**config.mk**
```make
export PLATFORM = sky130hd
export DESIGN_NAME = fsp_ctrl_end_flat
export DESIGN_NICKNAME = d
export VERILOG_FILES = /design/src/rtl/fsp_pkg.sv /design/src/rtl/fsp_if.sv /design/src/rtl/fsp_ctrl_end.sv /design/src/flat_wrapper.sv
export SDC_FILE = /design/constraint.sdc
export NUM_CORES = 1
export LEC_CHECK = 0
export BUFFER_PORTS_ARGS = -buffer_cell sky130_fd_sc_hd__buf_2
export CAP_MARGIN = 20
export CORE_MARGIN = 1
export CORE_UTILIZATION = 40
export DETAILED_ROUTE_END_ITERATION = 10
export PLACE_DENSITY_LB_ADDON = 0.25
export REMOVE_ABC_BUFFERS = 1
export SLEW_MARGIN = 25
export SYNTH_ARGS = -nofsm -noshare
export SYNTH_HDL_FRONTEND = slang
export SYNTH_SLANG_ARGS = --single-unit
```
**constraint.sdc**
```tcl
create_clock -name i_mclk -period 8.77 [get_ports i_mclk]
set_clock_uncertainty 0.05 [all_clocks]
set_input_delay 2.631 -clock i_mclk [delete_from_list [all_inputs] [get_ports i_mclk]]
set_output_delay 2.631 -clock i_mclk [all_outputs]
set_load 0.05 [all_outputs]
```
**src/rtl/fsp_pkg.sv**
```systemverilog
// Purpose: Shared constants of the flash self-program controller
// Assumes: 14-bit words and addresses, 8-bit register port
// Notes:   Register selects and control bit layout used by both ends
package fsp_pkg;
  // ---------------------------------------------------------------
  // Geometry
  // ---------------------------------------------------------------
  localparam int unsigned ADDR_W   = 14;
  localparam int unsigned WORD_W   = 14;
  localparam int unsigned LATCHES  = 8;
  localparam int unsigned LATCH_IW = 3;
  localparam int unsigned ROW_IW   = 5;
  localparam logic [13:0] LATCH_RESET = 14'h3fff;

  // ---------------------------------------------------------------
  // Register selects
  // ---------------------------------------------------------------
  localparam logic [2:0] SEL_ADDR_LO = 3'h0;
  localparam logic [2:0] SEL_ADDR_HI = 3'h1;
  localparam logic [2:0] SEL_WORD_LO = 3'h2;
  localparam logic [2:0] SEL_WORD_HI = 3'h3;
  localparam logic [2:0] SEL_CTRL    = 3'h4;
  localparam logic [2:0] SEL_UNLOCK  = 3'h5;

  // ---------------------------------------------------------------
  // Control register bits
  // ---------------------------------------------------------------
  localparam int unsigned B_RD     = 0;
  localparam int unsigned B_WR     = 1;
  localparam int unsigned B_PERMIT = 2;
  localparam int unsigned B_ERASE  = 3;
  localparam int unsigned B_LATCH  = 4;
  localparam int unsigned B_CFG    = 6;
  localparam int unsigned B_PROG   = 7;
  localparam logic [7:0] KEY_FIRST  = 8'h55;
  localparam logic [7:0] KEY_SECOND = 8'haa;

  // ---------------------------------------------------------------
  // Timing
  // ---------------------------------------------------------------
  localparam int unsigned CLK_PERIOD_NS = 4;
  localparam int unsigned BUSY_TIME_NS  = 2000000;
  localparam int unsigned BUSY_CYCLES   = BUSY_TIME_NS / CLK_PERIOD_NS;

  // ---------------------------------------------------------------
  // Core side operations and step kinds
  // ---------------------------------------------------------------
  localparam logic [1:0] OP_READ  = 2'h0;
  localparam logic [1:0] OP_ERASE = 2'h1;
  localparam logic [1:0] OP_LOAD  = 2'h2;
  localparam logic [1:0] OP_PROG  = 2'h3;
  localparam logic [1:0] K_NOP = 2'h0;
  localparam logic [1:0] K_WR  = 2'h1;
  localparam logic [1:0] K_RD  = 2'h2;
  localparam logic [1:0] K_END = 2'h3;
endpackage

```
**src/rtl/fsp_if.sv**
```systemverilog
// Purpose: Register port between core and flash controller
// Assumes: Single clock, all signals synchronous
// Notes:   Accesses are taken only while stall is low
`timescale 1ns/1ps
interface fsp_if;
  logic       reg_we;
  logic       reg_re;
  logic [2:0] reg_sel;
  logic [7:0] reg_wdata;
  logic [7:0] reg_rdata;
  logic       stall;

  modport core (
    output reg_we,
    output reg_re,
    output reg_sel,
    output reg_wdata,
    input  reg_rdata,
    input  stall
  );

  modport ctrl (
    input  reg_we,
    input  reg_re,
    input  reg_sel,
    input  reg_wdata,
    output reg_rdata,
    output stall
  );
endinterface

```
**src/rtl/fsp_ctrl_end.sv**
```systemverilog
// Purpose: Flash self-program controller, device end
// Assumes: Flash array answers a read within the read pulse cycle
// Notes:   Register accesses are ignored while the core is stalled
//
// Summary of operation
// - Read strobe fetches word at loaded address
// - Read uses second cycle after strobe
// - Fetched word held until reread or write
// - Core puts two no-ops after read
// - Reads ignore code protection setting
// - Erase whole aligned 32-word row
// - Eight aligned latches, never crossed
// - Erase needs setup bits, key, strobe
// - Erase select clears when erase done
// - Two setup cycles after write strobe
// - Erase stalls core 2 ms, clocks run
// - Core resumes third instruction after strobe
// - Programming never erases first
// - Latch-only strobe loads latch, no stall
// - Normal strobe loads latch, programs block
// - Stall only on final program operation
// - Whole latch block always programmed
// - Latches reset to 3fff after program
// - Every load needs 55h, aah, strobe
// - Write strobe needs permit already set
// - 14-bit latches loaded from data pair
// - Refuse erase or program when protected
`timescale 1ns/1ps
module fsp_ctrl_end #(
  parameter int unsigned BUSY_CYCLES = fsp_pkg::BUSY_CYCLES
) (
  // Clock and reset
  input  wire logic         i_mclk,
  input  wire logic         i_reset_n,
  // Core register port
  fsp_if.ctrl               bus,
  // Flash array
  output logic [13:0]       o_flash_addr,
  output logic              o_flash_rd,
  input  wire logic [13:0]  i_flash_rdata,
  output logic              o_flash_erase,
  output logic              o_flash_prog,
  output logic [111:0]      o_flash_block,
  // Protection and status
  input  wire logic [13:0]  i_protect_limit,
  output logic              o_refused,
  output logic              o_busy
);
  localparam int unsigned TW = $clog2(BUSY_CYCLES + 1);
  localparam logic [TW-1:0] T_LOAD = TW'(BUSY_CYCLES - 1);

  typedef enum logic [2:0] {
    ST_IDLE = 3'b000,
    ST_RD1  = 3'b001,
    ST_RD2  = 3'b010,
    ST_SET1 = 3'b011,
    ST_SET2 = 3'b100,
    ST_BUSY = 3'b101
  } fsp_state_t;

  // ---------------------------------------------------------------
  // State
  // ---------------------------------------------------------------
  fsp_state_t    state_ff;
  logic [7:0]    addr_lo_ff;
  logic [5:0]    addr_hi_ff;
  logic [7:0]    word_lo_ff;
  logic [5:0]    word_hi_ff;
  logic          rd_ff;
  logic          wr_ff;
  logic          permit_ff;
  logic          erase_ff;
  logic          latch_only_ff;
  logic          cfg_ff;
  logic          prog_ff;
  logic [1:0]    key_ff;
  logic [13:0]   latch_ff [fsp_pkg::LATCHES];
  logic [TW-1:0] timer_ff;
  logic          stall_ff;
  logic [7:0]    rdata_ff;
  logic [13:0]   faddr_ff;
  logic          frd_ff;
  logic          ferase_ff;
  logic          fprog_ff;
  logic          refused_ff;
  logic          busy_ff;

  // ---------------------------------------------------------------
  // Decode
  // ---------------------------------------------------------------
  logic        take;
  logic        wr_ctrl;
  logic [7:0]  wd;
  logic [13:0] addr;
  logic        rd_go;
  logic        wr_go;
  logic        w_latch;
  logic        w_erase;
  logic        blocked;
  logic        op_go;
  logic        done;

  assign take    = !stall_ff;
  assign wd      = bus.reg_wdata;
  assign wr_ctrl = take && bus.reg_we && bus.reg_sel == fsp_pkg::SEL_CTRL;
  assign addr    = {addr_hi_ff, addr_lo_ff};
  // Program space on, config space off
  assign rd_go   = wr_ctrl && wd[fsp_pkg::B_RD] && wd[fsp_pkg::B_PROG] &&
                   !wd[fsp_pkg::B_CFG] && state_ff == ST_IDLE;
  // Permit must already be set, key pair complete
  assign wr_go   = wr_ctrl && wd[fsp_pkg::B_WR] && permit_ff &&
                   key_ff == 2'h2 && wd[fsp_pkg::B_PROG] &&
                   !wd[fsp_pkg::B_CFG] && state_ff == ST_IDLE;
  assign w_erase = wd[fsp_pkg::B_ERASE];
  assign w_latch = wd[fsp_pkg::B_LATCH] && !w_erase;
  assign blocked = addr < i_protect_limit;
  assign op_go   = wr_go && !w_latch && !blocked;
  assign done    = state_ff == ST_BUSY && timer_ff == '0;

  // ---------------------------------------------------------------
  // Unlock key tracker
  // ---------------------------------------------------------------
  always_ff @(posedge i_mclk) begin
    if (!i_reset_n) begin
      key_ff <= 2'h0;
    end else if (take && bus.reg_we) begin
      if (bus.reg_sel != fsp_pkg::SEL_UNLOCK) begin
        key_ff <= 2'h0;
      end else if (wd == fsp_pkg::KEY_FIRST) begin
        key_ff <= 2'h1;
      end else if (wd == fsp_pkg::KEY_SECOND && key_ff == 2'h1) begin
        key_ff <= 2'h2;
      end else begin
        key_ff <= 2'h0;
      end
    end
  end

  // ---------------------------------------------------------------
  // Address and data registers
  // ---------------------------------------------------------------
  always_ff @(posedge i_mclk) begin
    if (!i_reset_n) begin
      addr_lo_ff <= 8'h00;
      addr_hi_ff <= 6'h00;
    end else if (take && bus.reg_we) begin
      if (bus.reg_sel == fsp_pkg::SEL_ADDR_LO) begin
        addr_lo_ff <= wd;
      end
      if (bus.reg_sel == fsp_pkg::SEL_ADDR_HI) begin
        addr_hi_ff <= wd[5:0];
      end
    end
  end

  always_ff @(posedge i_mclk) begin
    if (!i_reset_n) begin
      word_lo_ff <= 8'h00;
      word_hi_ff <= 6'h00;
    end else if (state_ff == ST_RD2) begin
      word_lo_ff <= i_flash_rdata[7:0];
      word_hi_ff <= i_flash_rdata[13:8];
    end else if (take && bus.reg_we) begin
      if (bus.reg_sel == fsp_pkg::SEL_WORD_LO) begin
        word_lo_ff <= wd;
      end
      if (bus.reg_sel == fsp_pkg::SEL_WORD_HI) begin
        word_hi_ff <= wd[5:0];
      end
    end
  end

  // ---------------------------------------------------------------
  // Control register
  // ---------------------------------------------------------------
  always_ff @(posedge i_mclk) begin
    if (!i_reset_n) begin
      permit_ff     <= 1'b0;
      latch_only_ff <= 1'b0;
      cfg_ff        <= 1'b0;
      prog_ff       <= 1'b0;
    end else if (wr_ctrl) begin
      permit_ff     <= wd[fsp_pkg::B_PERMIT];
      latch_only_ff <= wd[fsp_pkg::B_LATCH];
      cfg_ff        <= wd[fsp_pkg::B_CFG];
      prog_ff       <= wd[fsp_pkg::B_PROG];
    end
  end

  always_ff @(posedge i_mclk) begin
    if (!i_reset_n) begin
      erase_ff <= 1'b0;
    end else if (wr_ctrl) begin
      erase_ff <= wd[fsp_pkg::B_ERASE];
    end else if (done) begin
      erase_ff <= 1'b0;
    end
  end

  always_ff @(posedge i_mclk) begin
    if (!i_reset_n) begin
      rd_ff <= 1'b0;
      wr_ff <= 1'b0;
    end else begin
      if (rd_go) begin
        rd_ff <= 1'b1;
      end else if (state_ff == ST_RD2) begin
        rd_ff <= 1'b0;
      end
      if (op_go) begin
        wr_ff <= 1'b1;
      end else if (done) begin
        wr_ff <= 1'b0;
      end
    end
  end

  // ---------------------------------------------------------------
  // Sequencer and stall timer
  // ---------------------------------------------------------------
  always_ff @(posedge i_mclk) begin
    if (!i_reset_n) begin
      state_ff <= ST_IDLE;
      timer_ff <= '0;
    end else begin
      case (state_ff)
        ST_IDLE: begin
          if (rd_go) begin
            state_ff <= ST_RD1;
          end else if (op_go) begin
            state_ff <= ST_SET1;
          end
        end
        ST_RD1: state_ff <= ST_RD2;
        ST_RD2: state_ff <= ST_IDLE;
        ST_SET1: state_ff <= ST_SET2;
        ST_SET2: begin
          state_ff <= ST_BUSY;
          timer_ff <= T_LOAD;
        end
        ST_BUSY: begin
          if (timer_ff == '0) begin
            state_ff <= ST_IDLE;
          end else begin
            timer_ff <= timer_ff - 1'b1;
          end
        end
        default: state_ff <= ST_IDLE;
      endcase
    end
  end

  // Stall in the read slot and through the whole busy time
  always_ff @(posedge i_mclk) begin
    if (!i_reset_n) begin
      stall_ff <= 1'b0;
    end else begin
      stall_ff <= state_ff == ST_RD1 || state_ff == ST_SET2 ||
                  (state_ff == ST_BUSY && timer_ff != '0);
    end
  end

  // ---------------------------------------------------------------
  // Write latches
  // ---------------------------------------------------------------
  always_ff @(posedge i_mclk) begin
    if (!i_reset_n) begin
      for (int i = 0; i < fsp_pkg::LATCHES; i++) begin
        latch_ff[i] <= fsp_pkg::LATCH_RESET;
      end
    end else if (done && !erase_ff) begin
      for (int i = 0; i < fsp_pkg::LATCHES; i++) begin
        latch_ff[i] <= fsp_pkg::LATCH_RESET;
      end
    end else if (wr_go && !w_erase) begin
      latch_ff[addr_lo_ff[2:0]] <= {word_hi_ff, word_lo_ff};
    end
  end

  always_comb begin
    o_flash_block = '0;
    for (int i = 0; i < fsp_pkg::LATCHES; i++) begin
      o_flash_block[i*14 +: 14] = latch_ff[i];
    end
  end

  // ---------------------------------------------------------------
  // Flash array commands
  // ---------------------------------------------------------------
  always_ff @(posedge i_mclk) begin
    if (!i_reset_n) begin
      faddr_ff  <= 14'h0000;
      frd_ff    <= 1'b0;
      ferase_ff <= 1'b0;
      fprog_ff  <= 1'b0;
    end else begin
      frd_ff    <= state_ff == ST_RD1;
      ferase_ff <= state_ff == ST_SET2 && erase_ff;
      fprog_ff  <= state_ff == ST_SET2 && !erase_ff;
      if (state_ff == ST_RD1) begin
        faddr_ff <= addr;
      end else if (state_ff == ST_SET2 && erase_ff) begin
        faddr_ff <= {addr[13:fsp_pkg::ROW_IW], 5'h00};
      end else if (state_ff == ST_SET2) begin
        faddr_ff <= {addr[13:fsp_pkg::LATCH_IW], 3'h0};
      end
    end
  end

  // ---------------------------------------------------------------
  // Read port and status
  // ---------------------------------------------------------------
  always_ff @(posedge i_mclk) begin
    if (!i_reset_n) begin
      rdata_ff <= 8'h00;
    end else if (take && bus.reg_re) begin
      case (bus.reg_sel)
        fsp_pkg::SEL_ADDR_LO: rdata_ff <= addr_lo_ff;
        fsp_pkg::SEL_ADDR_HI: rdata_ff <= {2'b00, addr_hi_ff};
        fsp_pkg::SEL_WORD_LO: rdata_ff <= word_lo_ff;
        fsp_pkg::SEL_WORD_HI: rdata_ff <= {2'b00, word_hi_ff};
        fsp_pkg::SEL_CTRL: begin
          rdata_ff <= {prog_ff, cfg_ff, 1'b0, latch_only_ff,
                       erase_ff, permit_ff, wr_ff, rd_ff};
        end
        default: rdata_ff <= 8'h00;
      endcase
    end
  end

  always_ff @(posedge i_mclk) begin
    if (!i_reset_n) begin
      refused_ff <= 1'b0;
      busy_ff    <= 1'b0;
    end else begin
      refused_ff <= wr_go && !w_latch && blocked;
      busy_ff    <= state_ff != ST_IDLE || rd_go || op_go;
    end
  end

  assign bus.reg_rdata = rdata_ff;
  assign bus.stall     = stall_ff;
  assign o_flash_addr  = faddr_ff;
  assign o_flash_rd    = frd_ff;
  assign o_flash_erase = ferase_ff;
  assign o_flash_prog  = fprog_ff;
  assign o_refused     = refused_ff;
  assign o_busy        = busy_ff;
endmodule

```
**src/flat_wrapper.sv**
```systemverilog
// flat-port wrapper written by rule: the top's interface ports become plain ports
module fsp_ctrl_end_flat 
#(
  parameter int unsigned BUSY_CYCLES = fsp_pkg::BUSY_CYCLES
)
  (i_mclk, i_reset_n, o_flash_addr, o_flash_rd, i_flash_rdata, o_flash_erase, o_flash_prog, o_flash_block, i_protect_limit, o_refused, o_busy, bus_reg_we, bus_reg_re, bus_reg_sel, bus_reg_wdata, bus_reg_rdata, bus_stall);
  fsp_if bus_i ();
  input  wire logic i_mclk;
  input  wire logic i_reset_n;
  output logic [13:0] o_flash_addr;
  output logic o_flash_rd;
  input  wire logic [13:0] i_flash_rdata;
  output logic o_flash_erase;
  output logic o_flash_prog;
  output logic [111:0] o_flash_block;
  input  wire logic [13:0] i_protect_limit;
  output logic o_refused;
  output logic o_busy;
  input wire logic [$bits(bus_i.reg_we)-1:0] bus_reg_we;
  input wire logic [$bits(bus_i.reg_re)-1:0] bus_reg_re;
  input wire logic [$bits(bus_i.reg_sel)-1:0] bus_reg_sel;
  input wire logic [$bits(bus_i.reg_wdata)-1:0] bus_reg_wdata;
  output wire logic [$bits(bus_i.reg_rdata)-1:0] bus_reg_rdata;
  output wire logic [$bits(bus_i.stall)-1:0] bus_stall;
  assign bus_i.reg_we = bus_reg_we;
  assign bus_i.reg_re = bus_reg_re;
  assign bus_i.reg_sel = bus_reg_sel;
  assign bus_i.reg_wdata = bus_reg_wdata;
  assign bus_reg_rdata = bus_i.reg_rdata;
  assign bus_stall = bus_i.stall;
  fsp_ctrl_end #(.BUSY_CYCLES(BUSY_CYCLES)) u_core (.i_mclk(i_mclk), .i_reset_n(i_reset_n), .bus(bus_i), .o_flash_addr(o_flash_addr), .o_flash_rd(o_flash_rd), .i_flash_rdata(i_flash_rdata), .o_flash_erase(o_flash_erase), .o_flash_prog(o_flash_prog), .o_flash_block(o_flash_block), .i_protect_limit(i_protect_limit), .o_refused(o_refused), .o_busy(o_busy));
endmodule
```
==> impl_metrics.tcl, run 1 <==
set metrics [dict create \
    clock_latency_ps 440 \
    fill_cells 1905 \
    period_minus_slack_ps 5430 \
    viasPerCell 5.17 \
    cts_tree "done" \
    cts_max_level 4 \
    ys_ff_latch 199 \
    ir_worst_vdd_v 0.000149 \
    cts.sinks 199 \
    crit_path_end_kind "flop" \
    wire_per_inst_um 18.0 \
    setup_viol 0 \
    syn_to_final_growth_pct 21.1 \
    design_area_um2 10100 \
    die_w_um 146 \
    drc 0 \
    dieArea_um2 21300 \
    hpwl_um 16000 \
    row_count 52 \
    grt_pass1_wl_um 33900 \
    critPathKind "in -> reg" \
    start_util_pct 40.9 \
    drt_first_iter_violations 531 \
    netlist_area_um2 8300 \
    syn_inst 797 \
    routabilityCongestion 0.843 \
    numCtsBuffers 17 \
    path_max_fanout 30 \
    post_cts_buffers 0 \
    fin_nets 1019 \
    leakage_nw 3.45 \
    grt_antenna_before_repair 2 \
    p_per_area_nw_per_um2 203 \
    start_kind "input port" \
    die_h_um 146 \
    maxCapViolations 0 \
    async_reset_ff_share_pct 0 \
    synth_cell_types 48 \
    path_clk_slew_ps 70 \
    hp-class "reg -> reg" \
    rsz0062_at_grt "no" \
    track_usage_pct 21.2 \
    finalMaxSlewViolations 0 \
    yosys.area.top_type_share_pct 40.5 \
    portBuffers 182 \
    syn_avg_cell_area_um2 10.4 \
    placed_area_um2 9460 \
    core-area_um2 20300 \
    synth_area_leaders "edfxtp_1 (41%), dfxtp_1 (21%), nand2_1 (7.8%)" \
    ctsHoldBuffers 0 \
    yosysWarnings 0 \
    cts_root_buf "clkbuf_16" \
    drive_above_1_share_pct 24.2 \
    cts_resized 0 \
    regArea_um2 5100 \
    multi_input_area_um2 2990 \
    yosysTopAreaCell "edfxtp_1" \
    grt_start_max_net_pins 67 \
    worst_pin_slew_ps 918 \
    fin_tns_setup_ps 0 \
    finalHoldViolCount 0 \
    fmax_ghz 0.184 \
    grt_pass1_vias 5909 \
    grt_overflow_total 0 \
    postRouteAntennaNets 0 \
    fin_crit_sh_pct 61.9 \
    vias 6432 \
    fin_util_pct 49.5 \
    wirelength_um 22400 \
    ioPinCount 183 \
    clockBufferDepth 2 \
    arrival_ps 5450 \
    status "finished clean" \
    synth-seq-area-share_pct 61.5 \
    power_mw 2.04 \
    required_ps 8800 \
    ys_dominant_reg_cell "edfxtp_1" \
    firstDrtPassIters 5 \
    synth_edf_count 112 \
    maxSlewHeadroom_pct 38.6 \
]
placed cells by master, fill, tap and decap left out, types with 3 or more instances in the layout:
cell type | netlist | layout
a211oi_1 | 15 | 15
a21o_1 | 8 | 8
a21oi_1 | 47 | 47
a22oi_1 | 11 | 11
and2_1 | 3 | 3
and3_1 | 3 | 3
buf_2 | 0 | 182
buf_4 | 0 | 7
clkbuf_16 | 0 | 17
dfxtp_1 | 87 | 87
edfxtp_1 | 112 | 112
ha_1 | 15 | 15
inv_1 | 18 | 17
inv_6 | 0 | 4
inv_8 | 0 | 5
mux2i_1 | 29 | 29
nand2_1 | 173 | 172
nand2b_1 | 9 | 9
nand3_1 | 25 | 25
nand3b_1 | 4 | 4
nand4_1 | 6 | 6
nor2_1 | 100 | 100
nor2b_1 | 9 | 9
nor3_1 | 10 | 10
nor4_1 | 4 | 3
o21ai_0 | 14 | 14
o22ai_1 | 5 | 5
or4_1 | 3 | 3
or4_4 | 3 | 3
xnor2_1 | 4 | 4
xor2_1 | 7 | 7
final cells by class:
| class | instances | area share [%] |
|---|---|---|
| antenna | 1 | 0.0249 |
| clock buffer | 17 | 4.23 |
| clock inverter | 15 | 1.62 |
| inverter | 19 | 0.709 |
| multi-input combinational | 535 | 29.7 |
| sequential | 199 | 50.8 |
| tap | 270 | 3.36 |
| timing repair buffer | 189 | 9.58 |
registers in the layout (all words and copies together), names as in the netlist:
name,cells
u_core.addr_hi_ff,6
u_core.addr_lo_ff,8
u_core.bus.reg_rdata,8
u_core.bus.stall,1
u_core.cfg_ff,1
u_core.erase_ff,1
u_core.key_ff,2
u_core.latch_ff,112
u_core.latch_only_ff,1
u_core.o_busy,1
u_core.o_flash_addr,14
u_core.o_flash_erase,1
u_core.o_flash_prog,1
u_core.o_flash_rd,1
u_core.o_refused,1
u_core.permit_ff,1
u_core.prog_ff,1
u_core.rd_ff,1
u_core.state_ff,3
u_core.timer_ff,19
u_core.word_hi_ff,6
u_core.word_lo_ff,8
u_core.wr_ff,1
critical path: stages:
cell	delay [ps]
buf_2	220
nor2_1	650
nand3_1	150
nor3_1	270
nand3_1	320
nor4b_2	300
buf_4	350
a21o_1	550
power breakdown:
group	internal (mW)	total [mW]	leakage [nW]	switching (mW)
sequential	1.01	1.05	1.46	0.0444
clock	0.385	0.770	0.291	0.385
combinational	0.0673	0.219	1.70	0.151
per-layer routing:
| metal | part of all wire [%] | global-route usage, % | wire (um) | up-vias |
|---|---|---|---|---|
| li1 | - | - | - | 3113 |
| met1 | 45 | 29.5 | 10100 | 3020 |
| met2 | 45 | 32.7 | 10200 | 272 |
| met3 | 8.1 | 5.19 | 1810 | 25 |
| met4 | 1.4 | 6.56 | 313 | 2 |
| met5 | 0.058 | 0 | 13 | - |
Yosys cell counts, types with 8 or more instances:
cell type / count
edfxtp_1: 112
nand2b_1: 9
ha_1: 15
a22oi_1: 11
nor3_1: 10
a21o_1: 8
nand3_1: 25
o21ai_0: 14
nor2b_1: 9
mux2i_1: 29
clkbuf_1: 41
nand2_1: 173
a21oi_1: 47
nor2_1: 100
inv_1: 18
dfxtp_1: 87
a211oi_1: 15
logic make-up after synthesis:
family                     after synthesis  share of synthesized area [%]
and+or+nand+nor                        363                           19.4
DFF                                    199                           61.5
AOI/OAI and AO/OA                      115                           8.67
buffers and inverters                   63                           2.97
muxes                                   31                           4.04
adders and majority gates               15                           2.26
xor gates and xnor gates                11                           1.16
worst paths after layout:
kind                          startpoint                      to  slack, ps  cells past startpoint
setup / recovery          bus_reg_sel[1]   u_core.latch_ff[3][9]       3340                      8
hold / removal    u_core.o_flash_addr[8]  u_core.o_flash_addr[8]        400                      2
setup reg to reg      u_core.timer_ff[3]   u_core.latch_ff[0][7]       5350                      5
hold reg to reg   u_core.o_flash_addr[8]  u_core.o_flash_addr[8]        400                      2
through the flow:
stage,cells,hold WS (ps),setup slack (ps)
after CTS,1244,406,3400
after global routing,1244,427,3160
after detailed placement,1212,391,2920
final,1245,404,3340
after floorplan,753,385,1880
after global placement,1212,389,3040
Note: power is estimated with default switching activity, not from simulation.
==> inputs of run 2 (changes only) <==
==> constraint.sdc (replaced) <==
create_clock -name i_mclk -period 5.35 [get_ports i_mclk]
set_clock_uncertainty 0.05 [all_clocks]
set_input_delay 1.605 -clock i_mclk [delete_from_list [all_inputs] [get_ports i_mclk]]
set_output_delay 1.605 -clock i_mclk [all_outputs]
set_load 0.05 [all_outputs]
==> run 2 against run 1 <==
  * Flip-flop and latch count did not move
  * Count of clock-buffer cells in the layout did not move
  * Hold slack improved by 2.5 ps
  * Highest routed layer is now met4
  * Power rose by 68%
  * Setup slack got worse by 2000 ps
  * Utilization rose by 0.32 points
  * Critical endpoint is now u_core.latch_ff[3][2]
  * Routed wire length fell by 1.4%
  * Sequential power rose by 65%
==> impl_metrics.tcl, run 2 (synthesis results as in run 1) <==
set metrics [dict create \
    status "finished clean" \
    grt_start_max_net_pins 67 \
    drc 0 \
    start_kind "input port" \
    clockBufferDepth 2 \
    period_minus_slack_ps 3980 \
    arrival_ps 4000 \
    cts_root_buf "clkbuf_16" \
    r2r_cells 5 \
    finalHoldViolCount 0 \
    holdPathStages 2 \
    regMostFlops "u_core.latch_ff" \
    cts.sinks 199 \
    dieArea_um2 21300 \
    drt_first_iter_violations 504 \
    ctsHoldBuffers 0 \
    fin_ws_ps 1370 \
    maxSlewHeadroom_pct 37.1 \
    cts_tree "done" \
    wire_per_inst_um 17.7 \
    critPathKind "in -> reg" \
    grt_antenna_before_repair 0 \
    maxCapViolations 0 \
    grt_pass1_wl_um 33800 \
    path_max_fanout 17 \
    power_mw 3.44 \
    post_cts_buffers 0 \
    row_count 52 \
    path_clk_slew_ps 80 \
    wirelength_um 22100 \
    firstDrtPassIters 5 \
    slowest_delay_ps 520 \
    track_usage_pct 21.0 \
    cp_slowest_cell "a21o_1" \
    numCtsBuffers 17 \
    fmax_ghz 0.252 \
    design_area_um2 10100 \
    ir_worst_vdd_v 0.000220 \
    leakage_nw 3.48 \
    crit_path_end_kind "flop" \
    hpwl_um 15800 \
    finalMaxSlewViolations 0 \
    cts_resized 0 \
    cts_max_level 4 \
    hp-class "reg -> reg" \
    pre_cts_ws_ps 908 \
    core-area_um2 20300 \
    final_common_cell "buf_2" \
    cp_cell_sequence "buf_2 -> nand4_1 -> nor3_1 -> nand3_1 -> nor4b_2 -> buf_4 -> a21o_1" \
    regArea_um2 5100 \
    start_util_pct 40.9 \
    drive_above_1_share_pct 24.3 \
    worst_pin_slew_ps 941 \
    required_ps 5380 \
    vias 6438 \
    syn_to_final_growth_pct 21.9 \
    die_w_um 146 \
    largest_register_ffs 112 \
    grt_pass1_vias 6056 \
    clock_latency_ps 440 \
    final_cell_mix "buf_2 (182), nand2_1 (173), edfxtp_1 (112), nor2_1 (100), dfxtp_1 (87)" \
    viasPerCell 5.16 \
    p_per_area_nw_per_um2 340 \
    grt_overflow_total 0 \
    postRouteAntennaNets 0 \
    die_h_um 146 \
    fill_cells 1874 \
    portBuffers 182 \
    setup_viol 0 \
    fin_crit_sh_pct 74.3 \
    fin_nets 1021 \
    routabilityCongestion 0.823 \
    multi_input_area_um2 2980 \
    rsz0062_at_grt "no" \
    ioPinCount 183 \
    placed_area_um2 9480 \
]
run 2: cell types whose count changed in the layout (fill, tap and decap cells not counted), sizes merged:
cell and delta:
buf +2, inv -2, bufinv +1, clkinv +1
run 2: worst paths after layout:
| path | start | to | slack, ps |
|---|---|---|---|
| max reg2reg | u_core.timer_ff[3] | u_core.latch_ff[1][3] | 1990 |
| min reg2reg | u_core.bus.reg_rdata[2] | u_core.bus.reg_rdata[2] | 410 |
| max | bus_reg_sel[2] | u_core.latch_ff[3][2] | 1370 |
| min | u_core.bus.reg_rdata[2] | u_core.bus.reg_rdata[2] | 410 |
run 2: cell type report:
class,count,area share (%)
flip-flops and latches,199,50.4
clock inverters,15,2.13
multi-input cells,535,29.5
repair buffers,191,9.67
clock buffers,17,4.20
diodes,1,0.0247
inverters,19,0.705
well taps,270,3.34
run 2: metrics by stage:
step	hold WS (ps)	instances	TNS, ps	utilization (%)
finish	406	1247	0	49.9
global route	426	1246	0	49.8
CTS	411	1246	0	49.8
detailed placement	394	1214	0	46.7
global placement	391	1214	0	46.7
floorplan	385	753	-46860	-
run 2: critical path, delay by kind of cell:
kind / cells / cell delay (ps)
AND/OR/NAND/NOR: 4 / 1300
AO/OA/AOI/OAI: 1 / 520
buffers and inverters: 2 / 560
run 2: where the power goes:
group	total, mW	switching, mW	internal, mW
registers	1.73	0.0765	1.65
logic	0.356	0.245	0.111
clock network	1.35	0.663	0.691
total	3.44	0.985	2.45
run 2: layer usage:
| layer | GRT usage [%] | vias to the layer above | part of all wire (%) |
|---|---|---|---|
| met4 | 7.29 | 0 | 2.1 |
| met5 | 0 | - | 0 |
| li1 | - | 3121 | - |
| met1 | 29.2 | 2983 | 45 |
| met2 | 32.4 | 302 | 45 |
| met3 | 4.78 | 32 | 8.4 |
